<file path="src/inc/dss_defines.svh">
`ifndef DSS_DEFINES_SVH
`define DSS_DEFINES_SVH

// register byte offsets
`define DSS_CTRL_OFS      8'h00
`define DSS_TIMEBASE_OFS  8'h04
`define DSS_PRESET_OFS    8'h08
`define DSS_STATUS_OFS    8'h0C
`define DSS_COUNT_OFS     8'h10
`define DSS_TIMER_OFS     8'h14
`define DSS_PSTEP_OFS     8'h18
`define DSS_CSTEP_OFS     8'h1C
`define DSS_OUT_OFS       8'h20
`define DSS_STEPCFG_BASE  2'h1
`define DSS_PATTERN_BASE  2'h2

// control register fields
`define DSS_CTRL_RUN      0
`define DSS_CTRL_JOG      1
`define DSS_CTRL_RESET    2
`define DSS_CTRL_MODE     3
`define DSS_CTRL_RETAIN   4
`define DSS_CTRL_EVTVAR   5
`define DSS_CTRL_W        6
`define DSS_CTRL_RST_VAL  6'h30

// status register fields
`define DSS_STAT_FLAG     0
`define DSS_STAT_DONE     1

// step configuration fields
`define DSS_CFG_CNT_MSB   15
`define DSS_CFG_EVT_LSB   16
`define DSS_CFG_EVT_MSB   19
`define DSS_CFG_EVT_EN    20

// reset values and step range limits
`define DSS_PRESET_RST    5'h01
`define DSS_TIMEBASE_RST  16'h0001
`define DSS_STEP_FIRST    5'h01
`define DSS_STEP_LAST     5'h10

// bus responses
`define DSS_RESP_OKAY     2'h0
`define DSS_RESP_SLVERR   2'h2

// timing: clock period, hundredth of a second, scan period
`define DSS_CLK_NS        100
`define DSS_HUND_NS       10000000
`define DSS_SCAN_NS       1000000

`endif

</file>
<file path="src/inc/dss_pkg.sv">
package dss_pkg;
	typedef enum logic [1:0] {DSS_OFF, DSS_STEP, DSS_DONE} dss_state_t;
	typedef logic [4:0]  dss_step_t;
	typedef logic [15:0] dss_word_t;
endpackage

</file>
<file path="src/rtl/dss_sequencer.sv">
`timescale 1ns/1ps
`default_nettype none
`include "dss_defines.svh"

module dss_sequencer
	import dss_pkg::*;
#(
	parameter int unsigned HUND_CYCLES = `DSS_HUND_NS / `DSS_CLK_NS,
	parameter int unsigned SCAN_CYCLES = `DSS_SCAN_NS / `DSS_CLK_NS
) (
	// clock and reset
	input  wire logic        aclk,
	input  wire logic        aresetn,
	// axi4-lite write address and data
	input  wire logic        awvalid,
	output var  logic        awready,
	input  wire logic [7:0]  awaddr,
	input  wire logic        wvalid,
	output var  logic        wready,
	input  wire logic [31:0] wdata,
	input  wire logic [3:0]  wstrb,
	// axi4-lite write response
	output var  logic        bvalid,
	input  wire logic        bready,
	output var  logic [1:0]  bresp,
	// axi4-lite read
	input  wire logic        arvalid,
	output var  logic        arready,
	input  wire logic [7:0]  araddr,
	output var  logic        rvalid,
	input  wire logic        rready,
	output var  logic [31:0] rdata,
	output var  logic [1:0]  rresp,
	// drum events and outputs
	input  wire logic [15:0] event_in,
	output var  logic [15:0] drum_out,
	output var  logic        completion_flag
);

	// elaboration check: each scan may use one hundredth at most,
	// so a hundredth shorter than a scan would lose time
	if (HUND_CYCLES < 1 || SCAN_CYCLES < 1
			|| HUND_CYCLES < SCAN_CYCLES) begin : g_bad_tick
		$error("tick periods unusable for the sequencer");
	end

	// configuration and status state
	dss_state_t      state;
	logic [5:0]      ctrl;
	dss_word_t       timebase;
	dss_step_t       preset_step_value;
	dss_step_t       current_step_value;
	dss_word_t       step_count_value;
	dss_word_t       step_timer_value;
	logic [20:0]     step_cfg [16];
	dss_word_t       pattern [16];
	logic            jog_prev;
	logic            hund_pend;
	logic [31:0]     hund_cnt;
	logic [31:0]     scan_cnt;
	logic            scan_tick;
	logic            hund_tick;

	// bus holding state
	logic            aw_full;
	logic            w_full;
	logic [7:0]      aw_addr;
	logic [31:0]     w_data;
	logic [3:0]      w_strb;

	// tick dividers: the scan tick paces all sequencing
	always_ff @(posedge aclk) begin
		if (!aresetn) begin
			scan_cnt  <= 32'h0;
			hund_cnt  <= 32'h0;
			scan_tick <= 1'b0;
			hund_tick <= 1'b0;
		end else begin
			scan_tick <= (scan_cnt == SCAN_CYCLES - 1);
			hund_tick <= (hund_cnt == HUND_CYCLES - 1);
			scan_cnt  <= (scan_cnt == SCAN_CYCLES - 1) ? 32'h0
				: scan_cnt + 32'h1;
			hund_cnt  <= (hund_cnt == HUND_CYCLES - 1) ? 32'h0
				: hund_cnt + 32'h1;
		end
	end

	// control fields
	wire run_in     = ctrl[`DSS_CTRL_RUN];
	wire jog_in     = ctrl[`DSS_CTRL_JOG];
	wire reset_in   = ctrl[`DSS_CTRL_RESET];
	wire run_mode   = ctrl[`DSS_CTRL_MODE];
	wire retentive  = ctrl[`DSS_CTRL_RETAIN];
	wire evt_var    = ctrl[`DSS_CTRL_EVTVAR];

	// last used step: highest step with count or event programmed
	dss_step_t last_used;
	always_comb begin
		last_used = `DSS_STEP_FIRST;
		for (int i = 0; i < 16; i++) begin
			if (step_cfg[i][`DSS_CFG_CNT_MSB:0] != 16'h0
					|| step_cfg[i][`DSS_CFG_EVT_EN])
				last_used = 5'(i + 1);
		end
	end

	// current step decode
	wire [3:0]  cur_idx  = 4'(current_step_value - `DSS_STEP_FIRST);
	wire [20:0] cur_cfg  = step_cfg[cur_idx];
	wire [3:0]  evt_sel  = cur_cfg[`DSS_CFG_EVT_MSB:`DSS_CFG_EVT_LSB];
	wire        evt_used = evt_var & cur_cfg[`DSS_CFG_EVT_EN];
	// unused event counts as true; event gates the timer
	wire        evt_ok   = !evt_used || event_in[evt_sel];
	wire        at_last  = (current_step_value >= last_used);
	// jog edge against the level of the previous tick
	wire        jog_edge = evt_var & jog_in & !jog_prev;
	wire        tb_hit   = (step_timer_value + 16'h1 >= timebase);
	wire        step_end = evt_ok
		&& step_count_value >= cur_cfg[`DSS_CFG_CNT_MSB:0];
	wire        go_preset = !retentive || completion_flag;

	// hundredth ticks wait for the next scan; set beats consume
	always_ff @(posedge aclk) begin
		if (!aresetn)
			hund_pend <= 1'b0;
		else
			hund_pend <= hund_tick | (hund_pend & !scan_tick);
	end

	// once per scan: state machine moves on scan ticks only
	always_ff @(posedge aclk) begin
		if (!aresetn) begin
			state              <= DSS_OFF;
			current_step_value <= `DSS_PRESET_RST;
			step_count_value   <= 16'h0;
			step_timer_value   <= 16'h0;
			completion_flag    <= 1'b0;
			jog_prev           <= 1'b0;
		end else if (scan_tick) begin
			jog_prev <= jog_in;
			case (state)
			DSS_OFF: begin
				if (run_mode) begin
					state           <= DSS_STEP;
					completion_flag <= 1'b0;
					if (go_preset) begin
						current_step_value <= preset_step_value;
						step_count_value   <= 16'h0;
						step_timer_value   <= 16'h0;
					end
				end
			end
			DSS_STEP, DSS_DONE: begin
				if (!run_mode) begin
					state <= DSS_OFF;
				end else if (reset_in) begin
					state              <= DSS_STEP;
					current_step_value <= preset_step_value;
					step_count_value   <= 16'h0;
					step_timer_value   <= 16'h0;
					completion_flag    <= 1'b0;
				end else if (state == DSS_DONE) begin
					state <= DSS_DONE;
				end else if (jog_edge || (run_in && step_end)) begin
					step_count_value <= 16'h0;
					step_timer_value <= 16'h0;
					if (at_last) begin
						state           <= DSS_DONE;
						completion_flag <= 1'b1;
					end else begin
						current_step_value <= current_step_value
							+ 5'h1;
					end
				end else if (run_in && evt_ok && hund_pend) begin
					if (tb_hit) begin
						step_timer_value <= 16'h0;
						step_count_value <= step_count_value + 16'h1;
					end else begin
						step_timer_value <= step_timer_value + 16'h1;
					end
				end
			end
			default: state <= DSS_OFF;
			endcase
		end
	end

	// outputs follow the current pattern in run mode only
	always_ff @(posedge aclk) begin
		if (!aresetn)
			drum_out <= 16'h0;
		else
			drum_out <= (state != DSS_OFF) ? pattern[cur_idx] : 16'h0;
	end

	// write channel: address and data are latched in either order
	wire wr_go   = aw_full & w_full & !bvalid;
	wire aw_take = awvalid & awready;
	wire w_take  = wvalid & wready;
	wire [31:0] wmask = {{8{w_strb[3]}}, {8{w_strb[2]}},
		{8{w_strb[1]}}, {8{w_strb[0]}}};

	// write address decode
	wire sel_ctrl  = (aw_addr == `DSS_CTRL_OFS);
	wire sel_tb    = (aw_addr == `DSS_TIMEBASE_OFS);
	wire sel_pre   = (aw_addr == `DSS_PRESET_OFS);
	wire sel_cfg   = (aw_addr[7:6] == `DSS_STEPCFG_BASE);
	wire sel_pat   = (aw_addr[7:6] == `DSS_PATTERN_BASE);
	wire [3:0] wix = aw_addr[5:2];
	wire wr_ok     = sel_ctrl | sel_tb | sel_pre | sel_cfg | sel_pat;
	wire [31:0] cfg_old = {11'h0, step_cfg[wix]};
	wire [31:0] pat_old = {16'h0, pattern[wix]};
	wire [31:0] cfg_new = (cfg_old & ~wmask) | (w_data & wmask);
	wire [31:0] pat_new = (pat_old & ~wmask) | (w_data & wmask);
	wire [31:0] ctl_new = ({26'h0, ctrl} & ~wmask) | (w_data & wmask);
	wire [31:0] tb_new  = ({16'h0, timebase} & ~wmask) | (w_data & wmask);
	wire [31:0] pre_new = ({27'h0, preset_step_value} & ~wmask)
		| (w_data & wmask);
	wire pre_valid = pre_new[4:0] >= `DSS_STEP_FIRST
		&& pre_new[4:0] <= `DSS_STEP_LAST;

	// write handshake
	always_ff @(posedge aclk) begin
		if (!aresetn) begin
			awready <= 1'b1;
			wready  <= 1'b1;
			aw_full <= 1'b0;
			w_full  <= 1'b0;
			bvalid  <= 1'b0;
			bresp   <= `DSS_RESP_OKAY;
			aw_addr <= 8'h0;
			w_data  <= 32'h0;
			w_strb  <= 4'h0;
		end else begin
			if (aw_take) begin
				aw_full <= 1'b1;
				awready <= 1'b0;
				aw_addr <= awaddr;
			end
			if (w_take) begin
				w_full <= 1'b1;
				wready <= 1'b0;
				w_data <= wdata;
				w_strb <= wstrb;
			end
			if (wr_go) begin
				bvalid <= 1'b1;
				bresp  <= wr_ok ? `DSS_RESP_OKAY : `DSS_RESP_SLVERR;
			end
			if (bvalid && bready) begin
				bvalid  <= 1'b0;
				aw_full <= 1'b0;
				w_full  <= 1'b0;
				awready <= 1'b1;
				wready  <= 1'b1;
			end
		end
	end

	// register writes; retention bit resets to retentive
	always_ff @(posedge aclk) begin
		if (!aresetn) begin
			ctrl              <= `DSS_CTRL_RST_VAL;
			timebase          <= `DSS_TIMEBASE_RST;
			preset_step_value <= `DSS_PRESET_RST;
		end else if (wr_go) begin
			if (sel_ctrl)
				ctrl <= ctl_new[`DSS_CTRL_W-1:0];
			if (sel_tb)
				timebase <= tb_new[15:0];
			// only configuration writes move the preset
			if (sel_pre && pre_valid)
				preset_step_value <= pre_new[4:0];
		end
	end

	// per-step tables; no reset so they can map to memory
	always_ff @(posedge aclk) begin
		if (wr_go && sel_cfg)
			step_cfg[wix] <= cfg_new[20:0];
		if (wr_go && sel_pat)
			pattern[wix] <= pat_new[15:0];
	end

	// read decode, the four counters sit at consecutive words
	logic [31:0] rd_val;
	logic        rd_ok;
	always_comb begin
		rd_ok = 1'b1;
		if (araddr == `DSS_CTRL_OFS)
			rd_val = {26'h0, ctrl};
		else if (araddr == `DSS_TIMEBASE_OFS)
			rd_val = {16'h0, timebase};
		else if (araddr == `DSS_PRESET_OFS)
			rd_val = {27'h0, preset_step_value};
		else if (araddr == `DSS_STATUS_OFS)
			rd_val = {30'h0, state == DSS_DONE, completion_flag};
		else if (araddr == `DSS_COUNT_OFS)
			rd_val = {16'h0, step_count_value};
		else if (araddr == `DSS_TIMER_OFS)
			rd_val = {16'h0, step_timer_value};
		else if (araddr == `DSS_PSTEP_OFS)
			rd_val = {27'h0, preset_step_value};
		else if (araddr == `DSS_CSTEP_OFS)
			rd_val = {27'h0, current_step_value};
		else if (araddr == `DSS_OUT_OFS)
			rd_val = {16'h0, drum_out};
		else if (araddr[7:6] == `DSS_STEPCFG_BASE)
			rd_val = {11'h0, step_cfg[araddr[5:2]]};
		else if (araddr[7:6] == `DSS_PATTERN_BASE)
			rd_val = {16'h0, pattern[araddr[5:2]]};
		else begin
			rd_val = 32'h0;
			rd_ok  = 1'b0;
		end
	end

	// read handshake: data captured with the address
	always_ff @(posedge aclk) begin
		if (!aresetn) begin
			arready <= 1'b1;
			rvalid  <= 1'b0;
			rdata   <= 32'h0;
			rresp   <= `DSS_RESP_OKAY;
		end else if (arvalid && arready) begin
			arready <= 1'b0;
			rvalid  <= 1'b1;
			rdata   <= rd_val;
			rresp   <= rd_ok ? `DSS_RESP_OKAY : `DSS_RESP_SLVERR;
		end else if (rvalid && rready) begin
			rvalid  <= 1'b0;
			arready <= 1'b1;
		end
	end

	wire active = scan_tick && state != DSS_OFF && run_mode;
endmodule
`default_nettype wire

</file>
<file path="config.mk">
export PLATFORM = sky130hd
export DESIGN_NAME = dss_sequencer
export DESIGN_NICKNAME = d
export VERILOG_FILES = /design/src/inc/dss_pkg.sv /design/src/rtl/dss_sequencer.sv
export VERILOG_INCLUDE_DIRS = /design/src /design/src/inc
export SDC_FILE = /design/constraint.sdc
export NUM_CORES = 2
export LEC_CHECK = 0
export BUFFER_PORTS_ARGS = -buffer_cell sky130_fd_sc_hd__buf_2
export CAP_MARGIN = 20
export CORE_MARGIN = 3
export CORE_UTILIZATION = 40
export CTS_BUF_LIST = sky130_fd_sc_hd__clkbuf_8
export CTS_CLUSTER_DIAMETER = 40
export DETAILED_ROUTE_END_ITERATION = 8
export PLACE_DENSITY = 0.57
export SYNTH_ARGS = -nofsm -noshare
export SYNTH_HDL_FRONTEND = slang
export SYNTH_SLANG_ARGS = --single-unit
export TNS_END_PERCENT = 5
</file>
<file path="constraint.sdc">
create_clock -name aclk -period 6.9 [get_ports aclk]
set_clock_uncertainty 0.05 [all_clocks]
set_input_delay 1.38 -clock aclk [delete_from_list [all_inputs] [get_ports aclk]]
set_output_delay 1.38 -clock aclk [all_outputs]
set_load 0.01 [all_outputs]
</file>
# --- Word-level counts from Yosys, hierarchy flattened ---
# Memory sizes are Yosys's and may differ from the RTL's. A register that Yosys moved wholly into a read port is not among the register bits.
# Cells that the tools add are included.
totals:
  ff_bits: 210
  romBits: 0
  latchBits: 0
  memories: 2
  ramBits: 592
memory_table:
  columns: ["name", "words", "word_bits", "rd", "rd_ports_with_merged_regs", "write_ports", "line", "rtl"]
  rows:
  - ["step_cfg", 16, 21, 18, 1, 1, "dss_sequencer.sv:55", "logic [20:0] step_cfg [16];"]
  - ["pattern", 16, 16, 3, 2, 1, "dss_sequencer.sv:56", "dss_word_t pattern [16];"]
classes:
  n_bitwise: 26
  n_shift: 0
  multipliers: 0
  eq_ne: 29
  add_sub_neg: 6
  n_mux: 91
  div: 0
  n_reduce_logical: 69
  n_lt_le_gt_ge: 6
ops:
  columns: ["cell", "n"]
  rows:
  - ["16-bit 2-to-1 mux", 15]
  - ["16-bit nonzero test", 15]
  - ["21-bit 2-to-1 mux", 10]
  - ["5-bit 2-to-1 mux", 21]
  - ["32-bit by 1-bit adder with 32-bit output, second input constant", 2]
  - ["16-bit one-hot mux with 2 select lines", 2]
  - ["21-bit AND", 2]
  - ["16-bit by 1-bit adder with 16-bit output, second input constant", 2]
  - ["16-bit AND", 2]
  - ["32-bit by 14-bit == test with 1-bit output, second input constant", 1]
  - ["32-bit by 17-bit == test with 1-bit output, second input constant", 1]
  - ["8-bit by 5-bit == test with 1-bit output, second input constant", 4]
  - ["16-bit >= comparator", 2]
  - ["16-bit OR", 2]
  - ["1-bit 2-to-1 mux", 26]
  - ["8-bit by 4-bit == test with 1-bit output, second input constant", 3]
  - ["21-bit inverter", 1]
  - ["21-bit OR", 1]
  - ["1-bit logical OR", 18]
  - ["2-bit 2-to-1 mux", 9]
  - ["8-bit by 3-bit == test with 1-bit output, second input constant", 2]
  - ["8-bit zero test", 2]
  - ["4-bit 2-to-1 mux", 4]
  - ["8-bit AND reduction", 2]
  - ["32 further kinds", 78]

# --- Logic depth before layout (Yosys ltp) ---
# An unclocked memory read counts as a cell.
depth:
  word_depth: 25
  ltp_mapped: 23
  ltp_nobuf: 21

# --- Worst setup path before layout ---
# Ideal clock, no wire load.
synth_timing:
  kind: "register -> register"
  startpoint: "register current_step_value[0]"
  endpoint: "register step_count_value[10]"
  stages_incl_launch_ff: 24
  path_buffers: 8
  slack_ns: 1.187
  t_arrival_ns: 5.593
  cell_sequence: "dfxtp_1 buf_6 buf_12 inv_1 ha_1 buf_2 buf_1 clkbuf_1 buf_1 mux4_2 mux4_2 ha_1 nand2b_1 a21o_1 a21o_1 a21oi_1 o21ai_0 a2111oi_0 a211oi_1 a31oi_4 buf_6 buf_2 o21ai_0 a21oi_1"
synth_between:
  elab_chain_cells: 13
  elab_cells_between_ends: 21
synth_rtl:
  columns: ["item", "line", "rtl"]
  rows:
  - ["start: declaration", "dss_sequencer.sv:52", "dss_step_t current_step_value;"]
  - ["start signal: assignment", "dss_sequencer.sv:134", "current_step_value <= `DSS_PRESET_RST;"]
  - ["start signal: assignment", "dss_sequencer.sv:147", "current_step_value <= preset_step_value;"]
  - ["start signal: assignment", "dss_sequencer.sv:158", "current_step_value <= preset_step_value;"]
  - ["4-bit by 1-bit subtractor with 4-bit output (no source line) (*)", null, null]
  - ["memory read 16 x 21 bit (*)", null, null]
  - ["parallel branches: the longest is 11 deep, another holds 16-bit >= comparator", null, null]
  - ["end signal: assignment", "dss_sequencer.sv:177", "step_count_value <= step_count_value + 16'h1;"]
  - ["end: declaration", "dss_sequencer.sv:53", "dss_word_t step_count_value;"]
# Mark *: on every way between the ends. The select of a mux whose other input is x is not followed.
# A chain may end at the register's enable or synchronous reset.

# --- Worst setup path in the final report ---
layout_timing:
  startpoint: "register current_step_value[0]"
  endpoint: "register step_timer_value[5]"
layout_between:
  elab_chain_cells: 13
  elab_cells_between_ends: 20
layout_rtl:
  columns: ["item", "line", "rtl"]
  rows:
  - ["4-bit by 1-bit subtractor with 4-bit output (no source line) (*)", null, null]
  - ["memory read 16 x 21 bit (*)", null, null]
  - ["parallel branches: the longest is 11 deep, another holds 16-bit >= comparator", null, null]
  - ["end signal: assignment", "dss_sequencer.sv:179", "step_timer_value <= step_timer_value + 16'h1;"]
  - ["end: declaration", "dss_sequencer.sv:54", "dss_word_t step_timer_value;"]
# Marks and branches as above.

==> impl_metrics.csv <==
group,metric,value,unit
cts,path_clk_slew,0.06,ns
routing,vias_per_cell,6.490,
synth,syn_inst,2949,
layout,mostFrequentLayoutCells,"edfxtp_1 (592), mux4_2 (540), dfxtp_1 (211), nor2_1 (197), nand2_1 (169)",
cts,cts.sinks,809,
synth,synthSimpleGateAreaFrac,0.08215,
synth,yosysTopAreaCellShare,0.4083,
sta,rsz0062_at_grt,"no",
grt,grt_max_degree,65,
layout,final_common_cell,"edfxtp_1",
layout,layout-drive-gt1-share,0.3261,
floorplan,core_area,0.1075,sq mm
cts,post_cts_resized,0,
synth,async_flop_share,0,
synth,yosys_warnings,0,
synth,synthDistinctLibCells,79,
synth,yosysTopAreaCell,"edfxtp_1",
synth,synth_area_leaders,"edfxtp_1 (41%), mux4_2 (28%), dfxtp_1 (10%), nor2_1 (1.9%), nand2_1 (1.5%)",
synth,ys_seq_area_frac,0.5080,
grt,grtUsageTotal,0.2545,
sta,hold_viol,0,
setup_path,crit_arrival,6.54,ns
sta,worstMarginPinSlew,1.110,ns
min_path,hp-class,"reg2reg",
cts,cts_root_buf,"clkbuf_8",
placed_design,placed_cells,4361,
sta,slew_headroom,0.2601,
setup_path,critical_path_class,"reg2reg",
routing,ant_nets,0,
routing,drt_pre_antenna_iters,7,
cts,holdBufCountCts,0,
power,power,11.11,mW
synth,synth-compound-area-share,0.05307,
synth,synth_top_family_by_area,"multiplexers",
setup_path,start_kind,"flip-flop",
layout,syn2layout_area_growth,13.17,%
power,p_leak,16.69,nW
floorplan,dieArea,0.1129,sq mm
cts,htree_levels,4,
synth,synth-edff-count,592,
cts,cts_tree,"done",
cts,post-cts-setup-buffers,0,
synth,synthAdderAreaFrac,0.01408,
synth,syn_area,0.04354,sq mm
grt,grt_pass1_vias,30230,
placed_design,dp_hpwl,92390,um
floorplan,num_rows,120,
grt,grt_pass1_wl,208600,um
floorplan,die_x,335.9,um
routing,initialDrtViolationCount,3831,
routing,num_vias,30180,
layout,fin_util,0.4584,
sta,finalMaxSlewViolations,0,
floorplan,die_y,335.9,um
layout,fin_nets,3240,
grt,antenna_found_initial,6,
setup_path,crit_required,7.61,ns
synth,ys.flop_type,"edfxtp_1",
cts,clkLatencyLatePin,0.87,ns
routing,drc,0,
routing,wl_per_cell,30.80,um
power,irDropWorstVdd,0.1740,mV
cts,cts-buffers-inserted,153,
sta,period_share,0.8449,
sta,fmax,171.5,MHz
setup_path,setup.worst_path.end_class,"flip-flop",
job,drv_cap,0,
floorplan,io_pins,133,
synth,synth-xor-area-share,0.01649,
placed_design,portBuffers,107,
cts,cts.path.max_buffers,3,
floorplan,start_util,0.4051,
routing,wl,143300,um
setup_path,crit_fanout,29,
placed_design,place.gp.congestion,0.9267,
synth,yosys_register_bits,809,
synth,synth_mux_area_frac,0.2971,
power,powerDensity,225.5,mW/mm^2
run_status,status,"completed",
synth,syn_area_per_cell,14.77,sq um
layout,final_cells,4651,
sta,finalCriticalPeriod,5.830,ns
sta,setup_viol,0,
grt,overflow,0,
sta,fin_setup_tns,0,ns
==> worst paths after layout <==
| check | from | end | slack [ns] | cells after the start |
|---|---|---|---|---|
| min | scan_cnt[0] | scan_cnt[0] | 0.41 | 1 |
| max | current_step_value[0] | step_timer_value[5] | 1.07 | 16 |
| max reg2reg | current_step_value[0] | step_timer_value[5] | 1.07 | 16 |
| min reg2reg | scan_cnt[0] | scan_cnt[0] | 0.41 | 1 |
==> per-stage QoR <==
step | worst slack (ns) | hold WS, ns | area, sq um
after CTS | 1.187 | 0.4026 | 49230
after global placement | 1.202 | 0.3802 | 46040
after global routing | 0.6256 | 0.4288 | 49270
after floorplan | 1.187 | 0.3630 | 43590
final | 1.070 | 0.4092 | 49280
after detailed placement | 1.217 | 0.3957 | 46040
==> cells by family after synthesis <==
logic type	count (synthesis)
DFF	809
other	1
adders and majority gates	49
AOI/OAI and AO/OA	357
and+or+nand+nor	738
xor gates and xnor gates	79
muxes	610
buffers and inverters	306
==> worst max-delay path, stage by stage (launching register included) <==
cell       delay, ns
dfxtp_4         0.64
inv_1           0.27
ha_4            0.67
buf_4           0.30
mux4_2          0.30
mux4_2          0.60
ha_1            0.31
nand2b_1        0.14
a21o_1          0.17
a21o_1          0.17
a21oi_1         0.20
o21ai_0         0.10
a2111oi_0       0.69
a211oi_1        0.18
a31oi_4         0.25
nand2_1         0.40
a21oi_1         0.26
==> Yosys cell counts (12+ instances only) <==
master	instances
xor2_1	48
nor3_1	43
or3_1	30
dfxtp_1	217
clkbuf_1	116
nand4_1	41
edfxtp_1	592
and3_1	17
nand2b_1	16
a211oi_1	45
mux2i_1	58
nor4_1	73
buf_1	59
a21oi_1	109
and2_1	12
a21o_1	14
a22oi_1	30
buf_4	13
mux4_2	540
inv_1	92
buf_2	21
ha_1	49
o21ai_0	82
nor2b_1	27
xnor2_1	29
nand2_1	169
nor2_1	221
nand3_1	55
==> power by group <==
part           leakage (nW)  switching [mW]  total (mW)  internal (mW)
Clock                  1.81            2.21        4.89           2.68
Combinational          7.78           0.487       0.836          0.348
Sequential             7.10          0.0526        5.39           5.33
==> state kept, by name (all words and copies together) (netlist names), 2 cells and up, named ones only <==
signal              cells
aw_addr                 8
current_step_value      5
drum_out               16
hund_cnt               32
pattern               256
preset_step_value       5
rdata                  21
scan_cnt               32
state                   2
step_cfg              336
step_count_value       16
step_timer_value       16
w_data                 21
w_strb                  3
==> per-layer routing <==
layer | vias to the layer above | part of all wire | GRT usage
li1 | 12350 | - | -
met1 | 15480 | 0.37 | 0.3249
met2 | 1987 | 0.47 | 0.4023
met3 | 374 | 0.11 | 0.08391
met4 | 0 | 0.042 | 0.1019
met5 | - | 0 | 0
==> layout make-up <==
class	count	area, sq um
fill	9383	58220
tap	1403	1755
timing repair buffer	213	1450
clock inverter	117	909.6
inverter	93	349.1
antenna	4	10.01
multi-input combinational	1846	20380
sequential	809	22140
clock buffer	166	2285
No activity file was read; power rests on OpenSTA's default activity.
